===== src/shared/panel_keys_pkg.sv =====
// Package of constants and types for the front-panel key and infrared port block.
package panel_keys_pkg;

  // ----------------------------------------
  // Timing
  // ----------------------------------------
  localparam int unsigned CLOCK_HZ = 20_000_000;
  localparam int unsigned IR_ACTIVE_MINUTES = 4;
  localparam longint unsigned IR_ACTIVE_CYCLES = longint'(IR_ACTIVE_MINUTES) * 64'd60 * longint'(CLOCK_HZ);
  localparam int unsigned SP_REPEAT_MS = 500;
  localparam int unsigned SP_REPEAT_CYCLES = (SP_REPEAT_MS * (CLOCK_HZ / 1000));

  // ----------------------------------------
  // Counts and reset values
  // ----------------------------------------
  localparam int unsigned GROUP_COUNT = 16;
  localparam int unsigned FUNC_COUNT = 32;
  localparam int unsigned PARAM_COUNT = 8;
  localparam int unsigned SETPOINT_COUNT = 4;
  localparam logic [15:0] VALUE_RESET = 16'h0000;
  localparam logic [15:0] VALUE_MAX = 16'hFFFF;
  localparam logic [2:0] PARAM_OUTPUT = 3'h1;

  // Lower display content kinds.
  typedef enum logic [1:0] {
    SHOW_SETPOINT = 2'b00,
    SHOW_OUTPUT_PCT = 2'b01,
    SHOW_MOTOR_EST = 2'b10,
    SHOW_PARAM = 2'b11
  } lower_view_type;

  // Operating states of the panel.
  typedef enum logic [1:0] {
    ST_OPERATE = 2'b00,
    ST_GROUP_SELECT = 2'b01,
    ST_FUNCTION = 2'b10,
    ST_CALIBRATE = 2'b11
  } panel_state_type;

  // One-cycle key press pulses from the keypad.
  typedef struct packed {
    logic setup;
    logic function_key;
    logic lower_display;
    logic hand_auto;
    logic setpoint_choice_key;
    logic run_hold;
    logic acknowledge;
    logic up;
    logic down;
  } key_press_type;

endpackage


===== src/hw/ir_port_gate.sv =====
// Infrared port activity gate with idle shutdown timer.
`timescale 1ns/100ps
`default_nettype none
module ir_port_gate #(
  parameter longint unsigned ACTIVE_CYCLES = panel_keys_pkg::IR_ACTIVE_CYCLES
) (
  input wire logic clock,
  input wire logic resetn,
  input wire logic any_key,
  input wire logic infrared_port_permit,
  output logic port_active
);

  // The default four-minute period needs 33 bits; a 32-bit timer would wrap it short.
  logic [32:0] timer_r;
  logic [32:0] timer_nxt;
  logic active_r;
  logic active_nxt;

  // ----------------------------------------
  // Timer next state
  // ----------------------------------------
  // A press with the permit cleared never opens the port, so the refusal holds.
  always_comb begin
    timer_nxt = timer_r;
    active_nxt = active_r;
    if (!infrared_port_permit) begin
      active_nxt = 1'b0;
      timer_nxt = 33'h0_0000_0000;
    end else if (any_key) begin
      active_nxt = 1'b1;
      timer_nxt = ACTIVE_CYCLES[32:0] - 33'h0_0000_0001;
    end else if (active_r) begin
      if (timer_r == 33'h0_0000_0000) begin
        active_nxt = 1'b0;
      end else begin
        timer_nxt = timer_r - 33'h0_0000_0001;
      end
    end
  end

  // Registers; port starts inactive.
  always_ff @(posedge clock or negedge resetn) begin
    if (!resetn) begin
      timer_r <= 33'h0_0000_0000;
      active_r <= 1'b0;
    end else begin
      timer_r <= timer_nxt;
      active_r <= active_nxt;
    end
  end

  assign port_active = active_r;

  a_ir_refused: assert property (@(posedge clock) disable iff (!resetn) !infrared_port_permit |=> !active_r)
    else $error("Infrared port active without permit.");
  a_ir_wake: assert property (@(posedge clock) disable iff (!resetn)
    (any_key && infrared_port_permit) |=> (active_r && timer_r == ACTIVE_CYCLES[32:0] - 33'h0_0000_0001))
    else $error("Key press did not open port with full timer.");
  a_ir_timeout: assert property (@(posedge clock) disable iff (!resetn)
    (active_r && timer_r == 33'h0_0000_0000 && !any_key) |=> !active_r)
    else $error("Infrared port did not shut down at timeout.");

endmodule
`default_nettype wire


===== src/hw/panel_keys.sv =====
// Front-panel key handler: set-up navigation, display selection, modes and values.
`timescale 1ns/100ps
`default_nettype none
module panel_keys #(
  parameter longint unsigned IR_CYCLES = panel_keys_pkg::IR_ACTIVE_CYCLES,
  parameter int unsigned SP_CYCLES = panel_keys_pkg::SP_REPEAT_CYCLES,
  parameter int unsigned GROUPS = panel_keys_pkg::GROUP_COUNT,
  parameter int unsigned FUNCS = panel_keys_pkg::FUNC_COUNT,
  parameter int unsigned PARAMS = panel_keys_pkg::PARAM_COUNT,
  parameter int unsigned SETPOINTS = panel_keys_pkg::SETPOINT_COUNT
) (
  input wire logic clock,
  input wire logic resetn,
  input wire panel_keys_pkg::key_press_type key_press,
  input wire logic setpoint_key_held,
  input wire logic calibration_mode,
  input wire logic limit_variant,
  input wire logic step_no_slidewire,
  input wire logic param_is_set_choice,
  input wire logic infrared_port_permit,
  input wire logic alarm1_latched,
  input wire logic diag_pending,
  output logic hand_operation,
  output panel_keys_pkg::panel_state_type panel_state,
  output logic [3:0] group_index,
  output logic [4:0] function_index,
  output logic [2:0] param_index,
  output logic [1:0] setpoint_index,
  output panel_keys_pkg::lower_view_type lower_view,
  output logic [15:0] value,
  output logic ramp_running,
  output logic limit_relay_clear,
  output logic alarm1_clear,
  output logic diag_ack,
  output logic cal_step,
  output logic ir_port_active
);

  // ----------------------------------------
  // State
  // ----------------------------------------
  panel_keys_pkg::panel_state_type state_r, state_nxt;
  logic hand_r, hand_nxt;
  logic [3:0] group_r, group_nxt;
  logic [4:0] func_r, func_nxt;
  logic [2:0] param_r, param_nxt;
  logic [1:0] sp_r, sp_nxt;
  logic [15:0] value_r, value_nxt;
  logic ramp_r, ramp_nxt;
  logic relay_clr_r, relay_clr_nxt;
  logic alarm_clr_r, alarm_clr_nxt;
  logic diag_r, diag_nxt;
  logic cal_r, cal_nxt;
  logic [31:0] sp_timer_r, sp_timer_nxt;
  panel_keys_pkg::lower_view_type view_r, view_nxt;
  logic any_key;
  logic edit_ok;

  // Wraps an index at its configured count.
  function automatic logic [7:0] step_wrap(input logic [7:0] idx, input int unsigned count);
    if (32'(idx) + 1 >= count) begin
      step_wrap = 8'h00;
    end else begin
      step_wrap = idx + 8'h01;
    end
  endfunction

  assign any_key = |key_press;

  // The output is locked in automatic mode; other parameters stay editable.
  assign edit_ok = (param_r != panel_keys_pkg::PARAM_OUTPUT) || hand_r;

  // ----------------------------------------
  // Navigation, mode and value next state
  // ----------------------------------------
  always_comb begin
    state_nxt = state_r;
    hand_nxt = hand_r;
    group_nxt = group_r;
    func_nxt = func_r;
    param_nxt = param_r;
    sp_nxt = sp_r;
    value_nxt = value_r;
    ramp_nxt = ramp_r;
    relay_clr_nxt = 1'b0;
    alarm_clr_nxt = 1'b0;
    diag_nxt = 1'b0;
    cal_nxt = 1'b0;
    sp_timer_nxt = sp_timer_r;
    // Set-up key: first press enters group selection, later ones step groups.
    if (key_press.setup) begin
      if (state_r == panel_keys_pkg::ST_GROUP_SELECT || state_r == panel_keys_pkg::ST_FUNCTION) begin
        group_nxt = 4'(step_wrap({4'h0, group_r}, GROUPS));
      end else begin
        group_nxt = 4'h0;
      end
      state_nxt = panel_keys_pkg::ST_GROUP_SELECT;
      func_nxt = 5'h00;
    end else if (key_press.function_key) begin
      if (calibration_mode) begin
        state_nxt = panel_keys_pkg::ST_CALIBRATE;
        cal_nxt = 1'b1;
      end else if (state_r == panel_keys_pkg::ST_GROUP_SELECT) begin
        state_nxt = panel_keys_pkg::ST_FUNCTION;
        func_nxt = 5'h00;
      end else if (state_r == panel_keys_pkg::ST_FUNCTION) begin
        func_nxt = 5'(step_wrap({3'h0, func_r}, FUNCS));
      end
    end
    // Lower-display key leaves set-up and steps the shown parameter.
    if (key_press.lower_display) begin
      state_nxt = panel_keys_pkg::ST_OPERATE;
      param_nxt = 3'(step_wrap({5'h00, param_r}, PARAMS));
    end
    // Manual/auto key toggles the mode; on limit variants it resets the relay instead.
    if (key_press.hand_auto) begin
      if (limit_variant) begin
        relay_clr_nxt = 1'b1;
      end else begin
        hand_nxt = !hand_r;
      end
    end
    // Holding the key repeats at a fixed rate so each setpoint can be read.
    if (key_press.setpoint_choice_key) begin
      sp_nxt = 2'(step_wrap({6'h00, sp_r}, SETPOINTS));
      sp_timer_nxt = SP_CYCLES - 1;
    end else if (setpoint_key_held) begin
      if (sp_timer_r == 32'h0000_0000) begin
        sp_nxt = 2'(step_wrap({6'h00, sp_r}, SETPOINTS));
        sp_timer_nxt = SP_CYCLES - 1;
      end else begin
        sp_timer_nxt = sp_timer_r - 32'h0000_0001;
      end
    end
    if (key_press.run_hold) begin
      ramp_nxt = !ramp_r;
    end
    // Acknowledge pulses go out only when something is pending.
    if (key_press.acknowledge) begin
      alarm_clr_nxt = alarm1_latched;
      diag_nxt = diag_pending;
    end
    // Up and down saturate; pressing both at once changes nothing.
    if (edit_ok && (state_r == panel_keys_pkg::ST_OPERATE || param_is_set_choice)) begin
      if (key_press.up && !key_press.down && value_r != panel_keys_pkg::VALUE_MAX) begin
        value_nxt = value_r + 16'h0001;
      end else if (key_press.down && !key_press.up && value_r != 16'h0000) begin
        value_nxt = value_r - 16'h0001;
      end
    end
  end

  // ----------------------------------------
  // Lower display content
  // ----------------------------------------
  always_comb begin
    if (param_nxt != panel_keys_pkg::PARAM_OUTPUT && param_nxt != 3'h0) begin
      view_nxt = panel_keys_pkg::SHOW_PARAM;
    end else if (!hand_nxt) begin
      view_nxt = panel_keys_pkg::SHOW_SETPOINT;
    end else if (step_no_slidewire) begin
      view_nxt = panel_keys_pkg::SHOW_MOTOR_EST;
    end else begin
      view_nxt = panel_keys_pkg::SHOW_OUTPUT_PCT;
    end
  end

  // Registers for all panel state.
  always_ff @(posedge clock or negedge resetn) begin
    if (!resetn) begin
      state_r <= panel_keys_pkg::ST_OPERATE;
      hand_r <= 1'b0;
      group_r <= 4'h0;
      func_r <= 5'h00;
      param_r <= 3'h0;
      sp_r <= 2'h0;
      value_r <= panel_keys_pkg::VALUE_RESET;
      ramp_r <= 1'b0;
      relay_clr_r <= 1'b0;
      alarm_clr_r <= 1'b0;
      diag_r <= 1'b0;
      cal_r <= 1'b0;
      sp_timer_r <= 32'h0000_0000;
      view_r <= panel_keys_pkg::SHOW_SETPOINT;
    end else begin
      state_r <= state_nxt;
      hand_r <= hand_nxt;
      group_r <= group_nxt;
      func_r <= func_nxt;
      param_r <= param_nxt;
      sp_r <= sp_nxt;
      value_r <= value_nxt;
      ramp_r <= ramp_nxt;
      relay_clr_r <= relay_clr_nxt;
      alarm_clr_r <= alarm_clr_nxt;
      diag_r <= diag_nxt;
      cal_r <= cal_nxt;
      sp_timer_r <= sp_timer_nxt;
      view_r <= view_nxt;
    end
  end

  // ----------------------------------------
  // Infrared gate
  // ----------------------------------------
  ir_port_gate #(
    .ACTIVE_CYCLES(IR_CYCLES)
  ) u_ir (
    .clock(clock),
    .resetn(resetn),
    .any_key(any_key),
    .infrared_port_permit(infrared_port_permit),
    .port_active(ir_port_active)
  );

  assign hand_operation = hand_r;
  assign panel_state = state_r;
  assign group_index = group_r;
  assign function_index = func_r;
  assign param_index = param_r;
  assign setpoint_index = sp_r;
  assign lower_view = view_r;
  assign value = value_r;
  assign ramp_running = ramp_r;
  assign limit_relay_clear = relay_clr_r;
  assign alarm1_clear = alarm_clr_r;
  assign diag_ack = diag_r;
  assign cal_step = cal_r;

  // ----------------------------------------
  // Checks
  // ----------------------------------------
  a_setup_enter: assert property (@(posedge clock) disable iff (!resetn)
    (key_press.setup && !key_press.lower_display) |=> state_r == panel_keys_pkg::ST_GROUP_SELECT)
    else $error("Set-up key did not enter group selection.");
  a_group_step: assert property (@(posedge clock) disable iff (!resetn)
    (key_press.setup && state_r == panel_keys_pkg::ST_GROUP_SELECT && group_r == 4'h0) |=> group_r == 4'h1)
    else $error("Group did not step.");
  a_cal_step: assert property (@(posedge clock) disable iff (!resetn)
    (key_press.function_key && !key_press.setup && calibration_mode) |=> cal_step ##1 !cal_step)
    else $error("Calibration step pulse wrong.");
  a_mode_toggle: assert property (@(posedge clock) disable iff (!resetn)
    (key_press.hand_auto && !limit_variant) |=> hand_r != $past(hand_r))
    else $error("Manual/auto key did not toggle.");
  a_auto_view: assert property (@(posedge clock) disable iff (!resetn)
    (!hand_r && param_r == 3'h0) |-> lower_view == panel_keys_pkg::SHOW_SETPOINT)
    else $error("Automatic mode not showing setpoint.");
  a_relay_reset: assert property (@(posedge clock) disable iff (!resetn)
    (key_press.hand_auto && limit_variant) |=> limit_relay_clear && $stable(hand_r))
    else $error("Limit relay reset misbehaved.");
  a_ramp_toggle: assert property (@(posedge clock) disable iff (!resetn)
    key_press.run_hold |=> ramp_running != $past(ramp_running))
    else $error("Run/hold did not toggle.");
  a_alarm_ack: assert property (@(posedge clock) disable iff (!resetn)
    (key_press.acknowledge && alarm1_latched) |=> alarm1_clear ##1 !alarm1_clear)
    else $error("Alarm 1 acknowledge pulse wrong.");
  a_output_lock: assert property (@(posedge clock) disable iff (!resetn)
    (!hand_r && param_r == panel_keys_pkg::PARAM_OUTPUT) |=> value_r == $past(value_r))
    else $error("Output changed in automatic mode.");

endmodule
`default_nettype wire


===== config.mk =====
export PLATFORM = sky130hd
export DESIGN_NAME = panel_keys
export DESIGN_NICKNAME = d
export VERILOG_FILES = /design/src/shared/panel_keys_pkg.sv /design/src/hw/ir_port_gate.sv /design/src/hw/panel_keys.sv
export SDC_FILE = /design/constraint.sdc
export NUM_CORES = 1
export LEC_CHECK = 0
export BUFFER_PORTS_ARGS = -buffer_cell sky130_fd_sc_hd__buf_2
export CORE_MARGIN = 4
export CORE_UTILIZATION = 40
export CTS_CLUSTER_DIAMETER = 100
export DETAILED_ROUTE_END_ITERATION = 10
export SYNTH_ARGS = -nofsm -noshare
export SYNTH_HDL_FRONTEND = slang
export SYNTH_HIERARCHICAL = 1
export SYNTH_SLANG_ARGS = --single-unit

===== constraint.sdc =====
create_clock -name clock -period 11.45 [get_ports clock]
set_clock_uncertainty 0.1 [all_clocks]
set_input_delay 1.145 -clock clock [delete_from_list [all_inputs] [get_ports clock]]
set_output_delay 1.145 -clock clock [all_outputs]
set_load 0.02 [all_outputs]

==> results.py <==
metrics = {
    "die": {
        "die_y_um": 134,
        "core-area_um2": 15400,
        "die_w_um": 134,
        "initial_utilization_pct": 41.2,
        "std_cell_rows": 45,
        "ios": 60,
        "die_area_um2": 17900,
    },
    "clock_tree": {
        "worstSkewPairLatency_ns": 0.36,
        "cts_root_buf": "clkbuf_16",
        "cts_max_path_buffers": 2,
        "htreeDepth": 3,
        "post_cts_resized": 0,
        "post_cts_buffers": 0,
        "clock_sinks": 106,
        "path_clk_slew_ns": 0.08,
        "cts_hold_buffers": 0,
        "cts_tree": "done",
        "numCtsBuffers": 9,
    },
    "layout": {
        "stdcell_count": 946,
        "final_common_cell": "dfrtp_1",
        "nNetsFinal": 778,
        "mostFrequentLayoutCells": "dfrtp_1, buf_2, nand2_1",
        "ff_latch_area_um2": 2650,
        "syn2layout_area_growth_pct": 12.7,
        "drive_above_1_share_pct": 13.6,
        "multi_input_area_um2": 3480,
        "num_antenna_cells": 0,
        "fillers": 1510,
    },
    "synth": {
        "ys_seq_area_share_pct": 41.9,
        "synth_fa_ha_area_share_pct": 5.85,
        "synthMuxAreaShare_pct": 0.514,
        "ys_types": 63,
        "yosysWarnings": 6,
        "syn_area_per_cell_um2": 9.29,
        "synth-simple-area-share_pct": 24.0,
        "synth-compound-area-share_pct": 19.0,
        "synthXorXnorAreaFrac_pct": 5.12,
        "synth_top_family_by_area": "simple AND/OR/NAND/NOR gates",
        "synth_top_area_share_pct": 41.9,
        "netlist_instances": 682,
        "ys_top_cells_by_area": "dfrtp_1, ha_1, xnor2_1",
        "synth_top_area_cell": "dfrtp_1",
        "synth-seq-cells": 106,
        "syn_area_um2": 6330,
        "synth-main-ff-cell": "dfrtp_1",
        "async_flop_share_pct": 100,
        "syn-num-nets": 730,
        "synth_edf_count": 0,
    },
    "placed_design": {
        "dp_hpwl_mm": 10.9,
        "io_buffers": 59,
        "globalplace.congestion": 0.821,
        "dpl.cell_count": 930,
    },
    "critical_path": {
        "slowest_delay_ns": 0.65,
        "cp-end-kind": "register",
        "cp_cell_sequence": "buf_2 > nor2b_1 > o41ai_2 > buf_4 > ha_1 > o31ai_1 > a211oi_1 > or2_2 > a221oi_1",
        "cp_max_fo": 20,
        "worstPathRequired_ns": 11.61,
        "crit_family": "compound AO/OA/AOI/OAI gates",
        "crit_type": "in2reg",
        "crit_slowest_cell": "o31ai_1",
        "path_buf_inv": 2,
        "startpoint_type": "input pin",
        "cp.arrival_ns": 3.61,
    },
    "global_route": {
        "overflow": 0,
        "grt_pass1_vias": 5395,
        "antenna_found_initial": 0,
        "track_usage_pct": 17.6,
        "grt_pass1_wl_mm": 26.2,
        "grt_max_degree": 73,
    },
    "route": {
        "drtIter0Drc": 304,
        "post_drt_wl_per_cell_um": 16.3,
        "via_per_inst": 5.84,
        "vias": 5527,
        "drc_errors": 0,
        "firstDrtPassIters": 4,
        "ant_nets": 0,
        "wirelength_mm": 15.4,
    },
    "power": {
        "peakVddDrop_mv": 0.112,
        "pwr_density_cell_nw_per_um2": 187,
        "power_uw": 1330,
        "p_leak_uw": 0.00293,
    },
    "sta": {
        "worstMarginPinSlew_ns": 1.06,
        "min_period_ns": 3.45,
        "post-route-period-util_pct": 30.1,
        "drv_slew": 0,
        "relSlewSlack_pct": 29.4,
        "rsz0062_at_grt": "false",
        "finalHoldViolations": 0,
        "setup_viol_count_final": 0,
        "final.setup.tns_ns": 0,
        "max_freq_mhz": 290,
    },
    "status": {
        "status": "finished clean",
    },
    "hold_path": {
        "hp-class": "reg2reg",
    },
    "job": {
        "maxCapViolCount": 0,
    },
}
[registers in the layout, summed over array words and instances (netlist names)]
| register | count |
|---|---|
| u_ir/port_active | 1 |
| limit_relay_clear | 1 |
| value | 16 |
| function_index | 5 |
| sp_timer_r | 32 |
| diag_ack | 1 |
| hand_operation | 1 |
| cal_step | 1 |
| ramp_running | 1 |
| alarm1_clear | 1 |
| group_index | 4 |
| panel_state | 2 |
| lower_view | 2 |
| setpoint_index | 2 |
| param_index | 3 |
| u_ir/timer_r | 33 |
[cells by family after synthesis]
family / Yosys count
simple gates: 276
compound gates: 178
flops: 106
buf+inv: 53
xor+xnor: 37
fa+ha+maj: 29
mux: 3
[synth_stat cells (3+ instances only)]
| cell | instances |
|---|---|
| nand2_1 | 53 |
| clkbuf_1 | 12 |
| or3_1 | 27 |
| nand3_1 | 16 |
| o21ai_0 | 39 |
| buf_2 | 10 |
| and2_1 | 4 |
| xor2_1 | 14 |
| nor2b_1 | 6 |
| dfrtp_1 | 106 |
| nor2_1 | 41 |
| o21a_1 | 11 |
| buf_4 | 3 |
| o41ai_1 | 3 |
| o31ai_1 | 21 |
| xnor2_1 | 23 |
| a211oi_1 | 6 |
| a211o_1 | 3 |
| o31a_1 | 8 |
| ha_1 | 28 |
| or2_2 | 11 |
| o211ai_1 | 5 |
| or4_1 | 21 |
| or4_4 | 4 |
| a21o_1 | 10 |
| inv_1 | 24 |
| nand4_1 | 13 |
| and4_1 | 3 |
| nor4_1 | 32 |
| a31oi_1 | 16 |
| a21oi_1 | 35 |
| nor3_1 | 28 |
| nand2b_1 | 5 |
[path summary, 6_finish.rpt]
kind                                          startpoint                      endpoint  slack, ns  cells after the start
worst max-delay path                        key_press[1]         value[14]$_DFFE_PN0P_       8.00                      9
worst min-delay path            ramp_running$_DFFE_PN0P_      ramp_running$_DFFE_PN0P_       0.37                      1
worst max register to register     value[15]$_DFFE_PN0P_         value[13]$_DFFE_PN0P_       8.10                      9
worst min register to register  ramp_running$_DFFE_PN0P_      ramp_running$_DFFE_PN0P_       0.37                      1
max in group asynchronous                         resetn  u_ir/timer_r[30]$_DFFE_PN0P_       9.32                      2
min in group asynchronous                         resetn    sp_timer_r[24]$_DFFE_PN0P_       0.63                      1
[where the power goes]
part / switching (uW) / internal [uW]
clock network: 160 / 177
logic: 303 / 197
registers: 71.9 / 426
[metrics by stage]
step / cell area, um2 / hold WS (ns) / utilization, % / setup slack [ns]
finish: 7140 / 0.370 / 46.5 / 8.00
global placement: 6830 / 0.351 / 44.4 / 7.71
global route: 7140 / 0.384 / 46.5 / 7.77
detailed placement: 6830 / 0.354 / 44.4 / 7.58
floorplan: 6330 / 0.375 / - / 6.61
CTS: 7140 / 0.369 / 46.5 / 7.97
[worst register-to-register path, delay by kind of cell (launching register included)]
| family | cells | cell delay [ns] |
|---|---|---|
| fa+ha+maj | 1 | 0.33 |
| buf+inv | 1 | 0.35 |
| compound gates | 6 | 1.79 |
| simple gates | 1 | 0.16 |
| flops | 1 | 0.54 |
[metal layers]
metal	share of wire (%)	wire, um	GRT usage (%)	vias up
met1	47	7210	23.6	2707
met3	3.4	524	3.15	37
met2	47	7190	27.6	99
li1	-	-	-	2684
met4	3.1	483	8.74	0
met5	0	0	0	-
[area by class of cell]
cell class | instances | area share (%)
well taps | 211 | 3.70
flip-flops and latches | 106 | 37.1
repair buffers | 64 | 4.70
multi-input cells | 523 | 48.7
inverters | 26 | 1.37
clock inverters | 7 | 1.26
clock buffers | 9 | 3.15
Note: power is estimated with default switching activity, not from simulation.
